--- src/verilog/snc_pkg.sv ---
package snc_pkg;

  // Rotary switch digits, BCD
  typedef struct packed {
    logic [3:0] tens;
    logic [3:0] ones;
    logic [3:0] rate;
  } snc_setting_t;

  typedef enum logic [2:0] {
    SNC_RATE_156K,
    SNC_RATE_625K,
    SNC_RATE_2M5,
    SNC_RATE_5M,
    SNC_RATE_10M
  } snc_rate_t;

  // Register byte offsets
  localparam logic [7:0] SNC_REG_STATUS  = 8'h00;
  localparam logic [7:0] SNC_REG_EVENT   = 8'h04;
  localparam logic [7:0] SNC_REG_MASK    = 8'h08;
  localparam logic [7:0] SNC_REG_LIVE    = 8'h0c;

  // Event bit positions (event and mask registers)
  localparam int SNC_EV_RANGE  = 0;
  localparam int SNC_EV_CHANGE = 1;
  localparam int SNC_EV_DUP    = 2;
  localparam int SNC_EV_W      = 3;

  // Status register field positions
  localparam int SNC_ST_STATION = 0;
  localparam int SNC_ST_RATE    = 8;
  localparam int SNC_ST_MONITOR = 11;
  localparam int SNC_ST_CAPT    = 12;
  localparam int SNC_ST_COMM    = 13;
  localparam int SNC_ST_FLASH   = 14;
  localparam int SNC_ST_ERR     = 15;

  // Reset values
  localparam logic [SNC_EV_W-1:0] SNC_MASK_RST = 3'h0;

  // Station limits per mode
  localparam logic [6:0] SNC_STN_MIN     = 7'h01;
  localparam logic [6:0] SNC_STN_MAX_RED = 7'h3f;
  localparam logic [6:0] SNC_STN_MAX_MON = 7'h3e;
  localparam logic [3:0] SNC_DIGIT_MAX   = 4'h9;
  localparam logic [3:0] SNC_MODE_SPLIT  = 4'h5;
  localparam logic [3:0] SNC_TENS_WEIGHT = 4'ha;

  // Timing
  localparam int  SNC_CLK_MHZ        = 100;
  localparam int  SNC_SETTLE_CYCLES  = 4;
  localparam int  SNC_FLASH_HALF_MS  = 250;
  localparam int  SNC_FLASH_HALF_CYC = SNC_FLASH_HALF_MS * 1000 * SNC_CLK_MHZ;

endpackage : snc_pkg

--- src/verilog/snc_station_config.sv ---
// Design decisions made here: the AHB-Lite interface to the registers and the register addresses.
`timescale 1ns/1ps
// Behaviour
// - Tens from middle switch, ones from bottom
// - Valid 1..63 reduced, 1..62 monitor
// - Out of range: flag error, indicator on
// - Sample switches once at power-up, hold
// - Later switch moves change nothing active
// - Live switches differing from capture: error
// - Duplicate station reported: error, stop communicating
// - Rate switch 0-4 reduced, 5-9 monitor
// - Change during communication: indicator flashes
module snc_station_config #(
  parameter int FLASH_HALF = snc_pkg::SNC_FLASH_HALF_CYC
) (
  // Clock and reset
  input  wire logic        hclk,
  input  wire logic        hresetn,
  // AHB-Lite slave
  input  wire logic        hsel,
  input  wire logic [7:0]  haddr,
  input  wire logic [1:0]  htrans,
  input  wire logic        hwrite,
  input  wire logic [2:0]  hsize,
  input  wire logic [31:0] hwdata,
  input  wire logic        hready,
  output logic      [31:0] hrdata,
  output logic             hreadyout,
  output logic             hresp,
  // Switch pins
  input  wire logic [3:0]  station_tens_sw,
  input  wire logic [3:0]  station_ones_sw,
  input  wire logic [3:0]  rate_mode_switch,
  // Network status
  input  wire logic        link_active,
  input  wire logic        dup_station,
  input  wire logic        comm_error,
  // Captured settings
  output logic      [6:0]  station_number,
  output logic      [2:0]  rate_sel,
  output logic             monitor_mode,
  output logic             comm_enable,
  // Indicator and interrupt
  output logic             err_led,
  output logic             irq
);

  typedef enum {
    SNC_SETTLE,
    SNC_CAPTURE,
    SNC_RUN
  } snc_state_t;

  snc_state_t            state;
  snc_state_t            next_state;
  logic [2:0]            settle_cnt;
  snc_pkg::snc_setting_t live;
  snc_pkg::snc_setting_t held;
  logic                  link_s;
  logic                  dup_s;
  logic                  cerr_s;
  logic                  range_err;
  logic                  change_err;
  logic                  change_flash;
  logic                  dup_err;
  logic [snc_pkg::SNC_EV_W-1:0] ev_status;
  logic [snc_pkg::SNC_EV_W-1:0] ev_mask;
  logic                  wr_pend;
  logic                  rd_pend;
  logic [7:0]            dp_addr;
  logic                  blink;

  // Pins are asynchronous to hclk
  snc_sync #(.W(12)) u_sw_sync (
    .hclk    (hclk),
    .hresetn (hresetn),
    .d_async ({station_tens_sw, station_ones_sw, rate_mode_switch}),
    .q_sync  (live)
  );

  snc_sync #(.W(3)) u_net_sync (
    .hclk    (hclk),
    .hresetn (hresetn),
    .d_async ({link_active, dup_station, comm_error}),
    .q_sync  ({link_s, dup_s, cerr_s})
  );

  snc_blink #(.HALF(FLASH_HALF)) u_blink (
    .hclk    (hclk),
    .hresetn (hresetn),
    .blink   (blink)
  );

  // Decode of the held settings
  wire       captured   = (state == SNC_RUN);
  wire [6:0] held_tens  = 7'(held.tens) * 7'(snc_pkg::SNC_TENS_WEIGHT);
  wire [6:0] held_stn   = held_tens + 7'(held.ones);
  wire       held_mon   = (held.rate >= snc_pkg::SNC_MODE_SPLIT);
  wire [3:0] held_rix   = held_mon ? held.rate - snc_pkg::SNC_MODE_SPLIT : held.rate;
  wire [6:0] stn_max    = held_mon ? snc_pkg::SNC_STN_MAX_MON : snc_pkg::SNC_STN_MAX_RED;
  wire       digit_bad  = (held.tens > snc_pkg::SNC_DIGIT_MAX) ||
                          (held.ones > snc_pkg::SNC_DIGIT_MAX) ||
                          (held.rate > snc_pkg::SNC_DIGIT_MAX);
  wire       range_bad  = digit_bad || (held_stn < snc_pkg::SNC_STN_MIN) ||
                          (held_stn > stn_max);
  // Each switch compared on its own so any one of them counts
  wire       tens_moved = (live.tens != held.tens);
  wire       ones_moved = (live.ones != held.ones);
  wire       rate_moved = (live.rate != held.rate);
  wire       sw_moved   = captured && (tens_moved || ones_moved || rate_moved);

  // Start-up sequence: wait for the synchronisers to fill, then sample once
  always_comb begin
    next_state = state;
    case (state)
      SNC_SETTLE: begin
        if (settle_cnt == 3'(snc_pkg::SNC_SETTLE_CYCLES - 1)) begin
          next_state = SNC_CAPTURE;
        end
      end
      SNC_CAPTURE: begin
        next_state = SNC_RUN;
      end
      default: begin
        next_state = SNC_RUN;
      end
    endcase
  end

  always_ff @(posedge hclk or negedge hresetn) begin
    if (!hresetn) begin
      state      <= SNC_SETTLE;
      settle_cnt <= 3'h0;
    end else begin
      state <= next_state;
      // Counter parks after start-up so it never wraps back into range
      if (state == SNC_SETTLE) begin
        settle_cnt <= settle_cnt + 3'h1;
      end
    end
  end

  // Settings taken once; only a new reset reopens the capture
  always_ff @(posedge hclk or negedge hresetn) begin
    if (!hresetn) begin
      held <= '0;
    end else if (state == SNC_CAPTURE) begin
      held <= live;
    end
  end

  // Outputs follow only the held copy, never the live pins
  always_ff @(posedge hclk or negedge hresetn) begin
    if (!hresetn) begin
      station_number <= 7'h0;
      rate_sel       <= 3'h0;
      monitor_mode   <= 1'b0;
    end else if (captured) begin
      station_number <= held_stn;
      rate_sel       <= held_rix[2:0];
      monitor_mode   <= held_mon;
    end
  end

  // Range error follows the held copy, which cannot change before reset
  always_ff @(posedge hclk or negedge hresetn) begin
    if (!hresetn) begin
      range_err <= 1'b0;
    end else begin
      range_err <= captured && range_bad;
    end
  end

  // Change and duplicate flags are sticky until reset
  always_ff @(posedge hclk or negedge hresetn) begin
    if (!hresetn) begin
      change_err   <= 1'b0;
      change_flash <= 1'b0;
      dup_err      <= 1'b0;
    end else begin
      if (sw_moved) begin
        change_err <= 1'b1;
      end
      if (sw_moved && link_s) begin
        change_flash <= 1'b1;
      end
      if (captured && dup_s) begin
        dup_err <= 1'b1;
      end
    end
  end

  // Flashing beats steady so a mid-run switch move stays recognisable
  wire steady_err = range_err || change_err || dup_err || cerr_s;
  wire next_led   = change_flash ? blink : steady_err;
  // Live duplicate report drops the link in the same cycle that the sticky flag is set
  wire next_comm  = captured && !range_bad && !dup_err && !dup_s;

  always_ff @(posedge hclk or negedge hresetn) begin
    if (!hresetn) begin
      err_led     <= 1'b0;
      comm_enable <= 1'b0;
    end else begin
      err_led     <= next_led;
      comm_enable <= next_comm;
    end
  end

  // Bus address phase and decode
  wire        ap_valid  = hsel && hready && htrans[1];
  wire        ap_write  = ap_valid && hwrite;
  wire        ap_read   = ap_valid && !hwrite;
  wire        sel_status = (dp_addr == snc_pkg::SNC_REG_STATUS);
  wire        sel_event  = (dp_addr == snc_pkg::SNC_REG_EVENT);
  wire        sel_mask   = (dp_addr == snc_pkg::SNC_REG_MASK);
  wire        sel_live   = (dp_addr == snc_pkg::SNC_REG_LIVE);
  wire        wr_event   = wr_pend && sel_event;
  wire        wr_mask    = wr_pend && sel_mask;

  logic [snc_pkg::SNC_EV_W-1:0] ev_set;
  wire  [snc_pkg::SNC_EV_W-1:0] next_ev;
  wire  [snc_pkg::SNC_EV_W-1:0] ev_clr = wr_event ? hwdata[snc_pkg::SNC_EV_W-1:0] : '0;

  always_comb begin
    ev_set                         = '0;
    ev_set[snc_pkg::SNC_EV_RANGE]  = range_err;
    ev_set[snc_pkg::SNC_EV_CHANGE] = change_err;
    ev_set[snc_pkg::SNC_EV_DUP]    = dup_err;
  end

  // Set wins over a simultaneous write-one clear
  genvar b;
  generate
    for (b = 0; b < snc_pkg::SNC_EV_W; b++) begin : g_ev
      assign next_ev[b] = ev_set[b] || (ev_status[b] && !ev_clr[b]);
    end
  endgenerate

  logic [31:0] st_word;
  always_comb begin
    st_word                               = 32'h0;
    st_word[snc_pkg::SNC_ST_STATION +: 7] = station_number;
    st_word[snc_pkg::SNC_ST_RATE +: 3]    = rate_sel;
    st_word[snc_pkg::SNC_ST_MONITOR]      = monitor_mode;
    st_word[snc_pkg::SNC_ST_CAPT]         = captured;
    st_word[snc_pkg::SNC_ST_COMM]         = comm_enable;
    st_word[snc_pkg::SNC_ST_FLASH]        = change_flash;
    st_word[snc_pkg::SNC_ST_ERR]          = err_led;
  end

  // Address decoding, first match wins
  logic [31:0] rd_word;
  always_comb begin
    if (sel_status) begin
      rd_word = st_word;
    end else if (sel_event) begin
      rd_word = {29'h0, ev_status};
    end else if (sel_mask) begin
      rd_word = {29'h0, ev_mask};
    end else if (sel_live) begin
      rd_word = {20'h0, live};
    end else begin
      rd_word = 32'h0;
    end
  end

  // Address phase held for the data phase that follows
  always_ff @(posedge hclk or negedge hresetn) begin
    if (!hresetn) begin
      wr_pend <= 1'b0;
      rd_pend <= 1'b0;
      dp_addr <= 8'h0;
    end else begin
      wr_pend <= ap_write;
      rd_pend <= ap_read;
      if (ap_valid) begin
        dp_addr <= {haddr[7:2], 2'b00};
      end
    end
  end

  // Reads take one wait state so the data leaves a flip-flop
  always_ff @(posedge hclk or negedge hresetn) begin
    if (!hresetn) begin
      hrdata    <= 32'h0;
      hreadyout <= 1'b1;
      hresp     <= 1'b0;
    end else begin
      hreadyout <= !ap_read;
      hresp     <= 1'b0;
      if (rd_pend) begin
        hrdata <= rd_word;
      end
    end
  end

  // Event status, mask and interrupt
  always_ff @(posedge hclk or negedge hresetn) begin
    if (!hresetn) begin
      ev_status <= '0;
      ev_mask   <= snc_pkg::SNC_MASK_RST;
      irq       <= 1'b0;
    end else begin
      ev_status <= next_ev;
      if (wr_mask) begin
        ev_mask <= hwdata[snc_pkg::SNC_EV_W-1:0];
      end
      irq <= |(next_ev & ev_mask);
    end
  end

endmodule : snc_station_config

--- src/verilog/snc_sync.sv ---
`timescale 1ns/1ps
module snc_sync #(
  parameter int W = 1
) (
  // Clock and reset
  input  wire logic         hclk,
  input  wire logic         hresetn,
  // Data
  input  wire logic [W-1:0] d_async,
  output logic      [W-1:0] q_sync
);

  logic [W-1:0] meta;

  // One two-stage chain per bit
  genvar i;
  generate
    for (i = 0; i < W; i++) begin : g_bit
      always_ff @(posedge hclk or negedge hresetn) begin
        if (!hresetn) begin
          meta[i]   <= 1'b0;
          q_sync[i] <= 1'b0;
        end else begin
          meta[i]   <= d_async[i];
          q_sync[i] <= meta[i];
        end
      end
    end
  endgenerate

endmodule : snc_sync

--- src/verilog/snc_blink.sv ---
`timescale 1ns/1ps
module snc_blink #(
  parameter int HALF = 25000000
) (
  // Clock and reset
  input  wire logic hclk,
  input  wire logic hresetn,
  // Blink level
  output logic      blink
);

  logic [31:0] cnt;
  wire         tick = (cnt == 32'(HALF - 1));

  // Divider: one-cycle enable flips the level
  always_ff @(posedge hclk or negedge hresetn) begin
    if (!hresetn) begin
      cnt   <= 32'h0;
      blink <= 1'b0;
    end else begin
      cnt <= tick ? 32'h0 : cnt + 32'h1;
      if (tick) begin
        blink <= ~blink;
      end
    end
  end

endmodule : snc_blink

--- config.mk ---
export PLATFORM = sky130hd
export DESIGN_NAME = snc_station_config
export DESIGN_NICKNAME = d
export VERILOG_FILES = /design/src/verilog/snc_pkg.sv /design/src/verilog/snc_station_config.sv /design/src/verilog/snc_sync.sv /design/src/verilog/snc_blink.sv
export SDC_FILE = /design/constraint.sdc
export NUM_CORES = 1
export LEC_CHECK = 0
export ABC_AREA = 1
export BUFFER_PORTS_ARGS = -buffer_cell sky130_fd_sc_hd__buf_2
export CORE_UTILIZATION = 52
export CTS_BUF_LIST = sky130_fd_sc_hd__clkbuf_4 sky130_fd_sc_hd__clkbuf_8
export CTS_CLUSTER_SIZE = 10
export DETAILED_ROUTE_END_ITERATION = 10
export PLACE_DENSITY = 0.78
export SLEW_MARGIN = 20
export SYNTH_ARGS = -nofsm -noshare
export SYNTH_HDL_FRONTEND = slang
export SYNTH_SLANG_ARGS = --single-unit
--- constraint.sdc ---
create_clock -name hclk -period 2 [get_ports hclk]
set_clock_uncertainty 0.15 [all_clocks]
set_input_delay 0.2 -clock hclk [delete_from_list [all_inputs] [get_ports hclk]]
set_output_delay 0.2 -clock hclk [all_outputs]
set_load 0.03 [all_outputs]
# After elaboration in Yosys (flattened, before gate mapping)
# Index checks and enable logic that the tools add are counted.
[totals] ff_bits=175 input_bits=65 word_cells=129
[classes] add_sub_neg=4 multipliers=1 n_lt_le_gt_ge=6 n_eq_ne=11 muxes=11 bitwise=2 n_reduce_logical=40
[op_table] op="$mux W32" n=3
[op_table] op="$logic_not A32 Y1" n=2
[op_table] op="$mux W12" n=3
[op_table] op="$add A32 B1 Y32 const B" n=1
[op_table] op="$eq A32 B2 Y1 const B" n=1
[op_table] op="$eq A32 B25 Y1 const B" n=1
[op_table] op="$eq A32 B3 Y1 const B" n=1
[op_table] op="$logic_and A1 B1 Y1" n=16
[op_table] op="$mux W16" n=1
[op_table] op="$eq A6 B2 Y1 const B" n=2
[op_table] op="$gt A4 B4 Y1 const B" n=3
[op_table] op="$logic_or A1 B1 Y1" n=12
[op_table] op="$ne A4 B4 Y1" n=3
[op_table] op="$logic_not A1 Y1" n=8
[op_table] op="$logic_not A8 Y1" n=1
[op_table] op="$add A7 B4 Y7" n=1
[op_table] op="$gt A7 B6 Y1" n=1
[op_table] op="$lt A7 B1 Y1 const B" n=1
[op_table] op="$eq A6 B1 Y1 const B" n=1
[op_table] op="$mul A4 B3 Y6 const B" n=1
[op_table] op="$mux W3" n=2
[op_table] op="$ge A4 B3 Y1 const B" n=1
[op_table] op="$add A3 B1 Y3 const B" n=1
[op_table] op="$and A3 B3 Y3" n=1
[op_table] op="6 further kinds" n=7

# Longest topological paths before layout
# Gate-level depths: netlist of the first run.
[logic_depth] ltp_word=9 depth_mapped=14 ltp_nobuf=14

# By module
# Synthesis of the first run repeated with hierarchy kept, for this count alone.
[hier_totals] hier_cells=763 area_unflattened_um2=6364.9
[modules_own_cells] module="snc_station_config" instances=1 cells_per_inst=421 area_each_um2=3515.9 seq_area_each_um2=1652.8
[modules_own_cells] module="snc_blink" instances=1 cells_per_inst=312 area_each_um2=2098.3 seq_area_each_um2=825.8
[modules_own_cells] module="snc_sync (u_sw_sync)" instances=1 cells_per_inst=24 area_each_um2=600.6 seq_area_each_um2=600.6
[modules_own_cells] module="snc_sync (u_net_sync)" instances=1 cells_per_inst=6 area_each_um2=150.1 seq_area_each_um2=150.1

# Worst setup path before layout of the first run
# No wires, ideal clock.
[synth_path] path_type="flip-flop to flip-flop" start="register held[9] (netlist bit)" end="register range_err" setup_ns=0.131 arrival_ns=1.954 t_required_ns=1.719 path_slack_ns=-0.235 stages_incl_launch_ff=13 n_path_buf=0 synth_period_minus_slack_ns=2.235 cell_sequence="dfrtp_1 ha_1 ha_1 inv_1 fa_1 inv_1 nand3_1 nand2_1 inv_1 nand3_1 nand2_1 nor2_1 nor2_1"
[synth_between] elab_chain_cells=6 word_cells_on_any_way=10 cone_classes="add/sub: 1; mul: 1; order compare: 3; reduce/logical: 5"
[synth_rtl] element="from (decl)" line_no="snc_station_config.sv:58" text="snc_pkg::snc_setting_t held;"
[synth_rtl] element="from (signal assigned)" line_no="snc_station_config.sv:148" text="held <= live;"
[synth_rtl] element="$mul A4 B3 Y6 / $gt A4 B4 Y1 (equally long branches)" line_no="snc_station_config.sv:96, snc_station_config.sv:101"
[synth_rtl] element="$add A7 B4 Y7 / $logic_or A1 B1 Y1 (equally long branches)" line_no="snc_station_config.sv:97, snc_station_config.sv:101"
[synth_rtl] element="$lt A7 B1 Y1 / $logic_or A1 B1 Y1 (equally long branches)" line_no="snc_station_config.sv:104, snc_station_config.sv:102"
[synth_rtl] element="$logic_or A1 B1 Y1" line_no="snc_station_config.sv:104" text="wire range_bad = digit_bad || (held_stn < snc_pkg::SNC_STN_MIN) ||"
[synth_rtl] element="$logic_or A1 B1 Y1 *" line_no="snc_station_config.sv:104"
[synth_rtl] element="$logic_and A1 B1 Y1 *" line_no="snc_station_config.sv:170" text="range_err <= captured && range_bad;"
[synth_rtl] element="to (signal assigned)" line_no="snc_station_config.sv:170"
[synth_rtl] element="to (decl)" line_no="snc_station_config.sv:62" text="logic range_err;"
# Every way passes the cells marked *; elsewhere a longest branch is shown, timed or not.
# A chain may end at the register's enable or synchronous reset.

# Worst setup path after layout of the first run
[layout_path] start="register held[11] (netlist bit)" end="register comm_enable"
[layout_between] elab_chain_cells=9 word_cells_on_any_way=13 cone_classes="add/sub: 1; mul: 1; order compare: 3; reduce/logical: 8"
[layout_rtl] element="$mul A4 B3 Y6 / $gt A4 B4 Y1 (equally long branches)" line_no="snc_station_config.sv:96, snc_station_config.sv:101"
[layout_rtl] element="$add A7 B4 Y7 / $logic_or A1 B1 Y1 (equally long branches)" line_no="snc_station_config.sv:97, snc_station_config.sv:101"
[layout_rtl] element="$lt A7 B1 Y1 / $logic_or A1 B1 Y1 (equally long branches)" line_no="snc_station_config.sv:104, snc_station_config.sv:102"
[layout_rtl] element="$logic_or A1 B1 Y1" line_no="snc_station_config.sv:104"
[layout_rtl] element="$logic_or A1 B1 Y1 *" line_no="snc_station_config.sv:104"
[layout_rtl] element="$logic_not A1 Y1 *" line_no="snc_station_config.sv:197" text="wire next_comm = captured && !range_bad && !dup_err && !dup_s;"
[layout_rtl] element="$logic_and A1 B1 Y1 * (3 in series)" line_no="snc_station_config.sv:197"
[layout_rtl] element="via next_comm" line_no="snc_station_config.sv:197"
[layout_rtl] element="to (signal assigned)" line_no="snc_station_config.sv:205" text="comm_enable <= next_comm;"
[layout_rtl] element="to (decl)" line_no="snc_station_config.sv:42" text="output logic comm_enable,"
# Mark *: on every way through the listed nets, which the timed path passes. The rest lies on a longest branch.

==> impl_metrics.json, run 1 <==
{
  "rows": 39,
  "wire_per_inst_um": 12.9,
  "drt_wl_total_mm": 12.9,
  "hold_violations": 0,
  "netlist_instances": 724,
  "ys_top_cells_by_area": "dfrtp_1, nand2_1, inv_1",
  "worst-path-buf-inv": 2,
  "cp.required_ns": 2.21,
  "final_core_util_pct": 64.5,
  "io_pins": 113,
  "clock_sinks": 129,
  "crit_type": "register to register",
  "status": "finished with violations",
  "place_inst": 937,
  "path_delay_family": "adder cells",
  "crit_fanout": 2,
  "fmax_ghz": 0.462,
  "dr.pass1.iters": 5,
  "grt_usage_pct": 22.9,
  "post-route-period-util_pct": 108,
  "final_max_slew_viol_count": 0,
  "drive_above_1_share_pct": 17.8,
  "startpoint_type": "register",
  "initial_core_util_pct": 53.5,
  "yosys.area.top_type": "dfrtp_1",
  "drc": 0,
  "die_h_um": 111,
  "grt_pass1_vias": 4771,
  "fin_nets": 919,
  "cpPeakStageDelay_ns": 0.41,
  "fin_hold_ws_ns": 0.0772,
  "ys_types": 36,
  "layout_common_cells": "nand2_1, dfrtp_1, inv_1, nor2_1, buf_2",
  "critPathMostFrequentCell": "nand2_2",
  "grt_pass1_wl_mm": 22.1,
  "grt.overflow.total": 0,
  "clkTransAtPathRegs_ns": 0.08,
  "path_cells": "ha_1, ha_2, inv_2, fa_1, xnor2_2, nand3b_1, nand2_2, nand2_2, inv_1, nand2_1, nor2_1",
  "cts_tree": "built",
  "ys.flop_type": "dfrtp_1",
  "worst_pin_slew_ns": 0.668,
  "stdcell_count": 995,
  "ys_seq_area_share_pct": 52.6,
  "antenna_found_initial": 0,
  "die_w_um": 111,
  "vias": 4900,
  "synth_edf_count": 0,
  "synthArstFlopShare_pct": 100,
  "ctsHtreeMaxLevel": 4,
  "dieArea_um2": 12200,
  "insertion_delay_ns": 0.44,
  "slew-limit-headroom_pct": 55.3,
  "finalWorstSetupSlack_ns": -0.165,
  "antenna-diode-count": 0,
  "coreArea_um2": 11500,
  "yosysWarnings": 0,
  "avgSynthCellArea_um2": 8.48,
  "mostFrequentLayoutCell": "nand2_1",
  "power.total_mw": 5.80,
  "syn_area_um2": 6140,
  "portBuffers": 60,
  "max_cap_viol_count": 0,
  "numCtsBuffers": 17,
  "cp.arrival_ns": 2.38,
  "setup_viol": 3,
  "violations": "setup timing",
  "vdd_drop_max_mv": 0.594,
  "avgViaCountPerCell": 4.92,
  "rsz0062_at_grt": "true",
  "p_leak_nw": 3.75,
  "power.density_nw_per_um2": 784,
  "clock_path_buffers": 2,
  "synth-seq-cells": 129,
  "tns_ns": -0.440,
  "synth_top_area_share_pct": 52.2,
  "cts-root-buf": "clkbuf_8",
  "min_path_type": "input pin to register",
  "grt_max_degree": 130,
  "hpwl_mm": 9.10,
  "crit_path_end_kind": "register",
  "crit_path_top_delay_cell": "fa_1",
  "drt-initial-drc-count": 325,
  "gp_congestion": 0.912,
  "ant_nets": 0,
  "fin_crit_ns": 2.17,
  "area_growth_pct": 20.5
}
==> what timing repair did <==
item / CTS / global route
hold buffers: 26 / 0
resized for setup: 2 / 12
pin swaps: 3 / 2
setup endpoints to repair: 4 / 5
endpoints found under the hold margin: 158 / 0
setup buffers: 0 / 0
gates cloned: 0 / 0
==> Yosys cell counts (4+ instances only) <==
cell type / number
nand2_1: 187
clkbuf_1: 7
mux2_2: 5
xnor2_1: 6
buf_4: 18
dfrtp_1: 128
nand3_2: 4
inv_2: 4
inv_1: 93
nand4_1: 12
nor2_1: 85
nand3_1: 33
a21oi_1: 16
xor2_1: 24
o21ai_0: 38
ha_1: 13
nor3_1: 21
==> state kept, by name, indices dropped and copies added, names as in the netlist, 2 cells and up <==
| signal | cells |
|---|---|
| dp_addr | 6 |
| u_sw_sync.q_sync | 12 |
| settle_cnt | 3 |
| ev_status | 3 |
| rate_sel | 3 |
| hrdata | 16 |
| held | 12 |
| u_net_sync.q_sync | 3 |
| u_net_sync.meta | 3 |
| station_number | 7 |
| u_sw_sync.meta | 12 |
| state | 2 |
| ev_mask | 3 |
| u_blink.cnt | 32 |
==> kinds of logic (layout without fill, tap and decap cells) <==
group,Yosys count,count (layout),share of synthesized area (%)
buf+inv,127,239,9.03
fa+ha+maj,15,15,3.30
mux,5,5,0.917
xor+xnor,30,30,4.28
other cells,1,17,0.0611
compound gates,62,62,5.30
simple gates,355,355,24.5
flops,129,129,52.6
==> path summary, 6_finish.rpt <==
check | end | from | cells past startpoint | slack [ns]
max | comm_enable$_DFF_PN0_ | held[11]$_DFFE_PN0N_ | 11 | -0.17
min | wr_pend$_DFF_PN0_ | hready | 3 | 0.08
max reg2reg | comm_enable$_DFF_PN0_ | held[11]$_DFFE_PN0N_ | 11 | -0.17
min reg2reg | u_net_sync.q_sync[0]$_DFF_PN0_ | u_net_sync.meta[0]$_DFF_PN0_ | 0 | 0.19
max in group asynchronous | err_led$_DFF_PN0_ | hresetn | 3 | 0.97
min in group asynchronous | hrdata[10]$_DFFE_PN0P_ | hresetn | 3 | 0.27
==> through the flow <==
stage	area (µm²)	setup WS, ns
finish	7390	-0.165
global route	7390	-0.326
CTS	7350	-0.157
detailed placement	6680	-0.216
global placement	6680	-0.155
floorplan	6210	-0.172
==> worst min-delay path, cell delays in order <==
cell and delay (ns):
buf_2 0.09, nand3_1 0.26, nor2_1 0.07
==> metal layers <==
layer  share of wire (%)  GRT usage (%)  routed length (µm)
met4                 1.4           8.71                 174
met5                   0              0                   0
met1                  47           31.2                6000
met2                  48           36.5                6150
met3                 4.2           4.48                 536
==> power by group <==
part,switching [mW],internal (mW)
sequential,0.0901,2.74
combinational,0.476,0.269
clock,1.03,1.19
total,1.60,4.20
==> cell type report <==
class | count | area (µm²)
inverter | 100 | 377
fill | 934 | 4070
sequential | 129 | 3230
clock buffer | 20 | 269
clock inverter | 12 | 135
tap | 143 | 179
timing repair buffer | 107 | 737
multi-input combinational | 484 | 2470
No activity file was read; power rests on OpenSTA's default activity.
==> run 2, diff against run 1 <==
--- a/config.mk
+++ b/config.mk
@@ -11,6 +11,7 @@
 export CTS_BUF_LIST = sky130_fd_sc_hd__clkbuf_4 sky130_fd_sc_hd__clkbuf_8
 export CTS_CLUSTER_SIZE = 10
 export DETAILED_ROUTE_END_ITERATION = 10
+export MAX_ROUTING_LAYER = met4
 export PLACE_DENSITY = 0.78
 export SLEW_MARGIN = 20
 export SYNTH_ARGS = -nofsm -noshare
==> impl_metrics.json, run 2 (same netlist as run 1, synthesis figures left out) <==
{
  "status": "finished with violations",
  "violations": "setup timing",
  "final_core_util_pct": 64.5,
  "grt_max_degree": 130,
  "grtUsageMet1_pct": 31.7,
  "initial_core_util_pct": 53.5,
  "die_h_um": 111,
  "vdd_drop_max_mv": 0.687,
  "slew-limit-headroom_pct": 55.4,
  "clkTransAtPathRegs_ns": 0.07,
  "ctsHtreeMaxLevel": 4,
  "grt_util_met2_pct": 33.9,
  "dieArea_um2": 12200,
  "crit_fanout": 4,
  "crit_type": "register to register",
  "cts_tree": "built",
  "reg2reg_from": "held[11]$_DFFE_PN0N_",
  "drive_above_1_share_pct": 17.9,
  "fillers": 949,
  "rsz0062_at_grt": "true",
  "met3_usage_pct": 4.76,
  "vias": 4892,
  "grt.overflow.total": 0,
  "ant_nets": 0,
  "worst_pin_slew_ns": 0.668,
  "final_max_slew_viol_count": 0,
  "r2r_setup_slack_ns": -0.21,
  "clock_sinks": 129,
  "drc": 0,
  "post-route-period-util_pct": 111,
  "gr-max-usage-layer": "met2",
  "reg_top3": "u_blink.cnt x32, hrdata x16",
  "hold_violations": 0,
  "cts-root-buf": "clkbuf_8",
  "rows": 39,
  "max_cap_viol_count": 0,
  "wire_per_inst_um": 12.7,
  "antenna-diode-count": 0,
  "startpoint": "held[11]$_DFFE_PN0N_",
  "drt_wl_total_mm": 12.7,
  "hold_end": "wr_pend$_DFF_PN0_",
  "fin_nets": 923,
  "largest_reg_flops": 32,
  "coreArea_um2": 11500,
  "fmax_ghz": 0.452,
  "cp.required_ns": 2.18,
  "mostFrequentLayoutCell": "nand2_1",
  "min_from": "htrans[1]",
  "antenna_found_initial": 0,
  "grt_usage_pct": 23.1,
  "startpoint_type": "register",
  "fin_crit_ns": 2.21,
  "finalWorstSetupSlack_ns": -0.214,
  "portBuffers": 60,
  "gp_congestion": 0.931,
  "top_register": "u_blink.cnt",
  "hpwl_mm": 9.02,
  "grt_pass1_vias": 4592,
  "dr.pass1.iters": 5,
  "setup_viol": 4,
  "cp.arrival_ns": 2.40,
  "post_dp_cell_area_um2": 6690,
  "worst-r2r-cell-count": 11,
  "fin_area_um2": 7390,
  "avgViaCountPerCell": 4.90,
  "io_pins": 113,
  "fin_hold_ws_ns": 0.0793,
  "p_leak_nw": 3.76,
  "insertion_delay_ns": 0.45,
  "reg2reg_to": "range_err$_DFF_PN0_",
  "numCtsBuffers": 17,
  "grt_pass1_wl_mm": 21.7,
  "min_path_type": "input pin to register",
  "drt-initial-drc-count": 328,
  "power.total_mw": 5.70,
  "die_w_um": 111,
  "power.density_nw_per_um2": 771,
  "clock_path_buffers": 2,
  "crit_path_end_kind": "register",
  "hold_depth": 3,
  "area_growth_pct": 20.5,
  "layout_common_cells": "nand2_1, dfrtp_1, inv_1, nor2_1, buf_2"
}
## run 2: area by class of cell
| type | count | area [µm²] | share of cell area (%) |
|---|---|---|---|
| timing repair buffer | 111 | 763 | 10.3 |
| sequential | 129 | 3230 | 43.7 |
| inverter | 100 | 378 | 5.11 |
| tap | 143 | 179 | 2.42 |
| multi-input combinational | 484 | 2460 | 33.3 |
| clock buffer | 19 | 255 | 3.45 |
| clock inverter | 13 | 130 | 1.76 |
## run 2: how the worst max path moves through the flow
stage	endpoint	slack, ns	cells after the start
final	range_err$_DFF_PN0_	-0.21	11
after floorplan	comm_enable$_DFF_PN0_	-0.17	13
after detailed placement	comm_enable$_DFF_PN0_	-0.22	13
after global placement	comm_enable$_DFF_PN0_	-0.15	13
after global routing	comm_enable$_DFF_PN0_	-0.30	12
after CTS	range_err$_DFF_PN0_	-0.18	11
## run 2: layer usage
layer,vias up,share of wire (%)
met4,0,2.2
met1,2259,47
met5,-,0
li1,2476,-
met3,23,4.3
met2,134,46
## run 2: timing repair
item                       CTS  global route
resized for setup            2             7
setup endpoints to repair    4             7
hold buffers                26             0
buffers inserted             1             2
pin swaps                    6             1
cloned                       0             0
hold endpoints to repair   158             0
## run 2: per-stage QoR
stage / setup WS [ns] / instances / setup TNS, ns
after floorplan: -0.172 / 740 / -0.356
after global placement: -0.152 / 938 / -0.368
after detailed placement: -0.218 / 938 / -0.571
after CTS: -0.184 / 997 / -0.531
after global routing: -0.301 / 999 / -0.987
final: -0.214 / 999 / -0.651
## run 2: critical path, cell delays in order (launching register included)
cell and delay [ns]:
dfrtp_1 0.39, ha_1 0.29, ha_2 0.18, inv_2 0.04
fa_1 0.51, inv_2 0.07, nand4_1 0.07, nand3b_1 0.11
nand2_2 0.09, nand2_2 0.06, nor2_1 0.10, nor2_1 0.04
## run 2: power by group
part | total, mW | switching [mW] | internal [mW] | leakage, nW
Combinational | 0.739 | 0.470 | 0.269 | 2.00
Sequential | 2.83 | 0.0899 | 2.74 | 1.58
Clock | 2.13 | 1.08 | 1.05 | 0.183
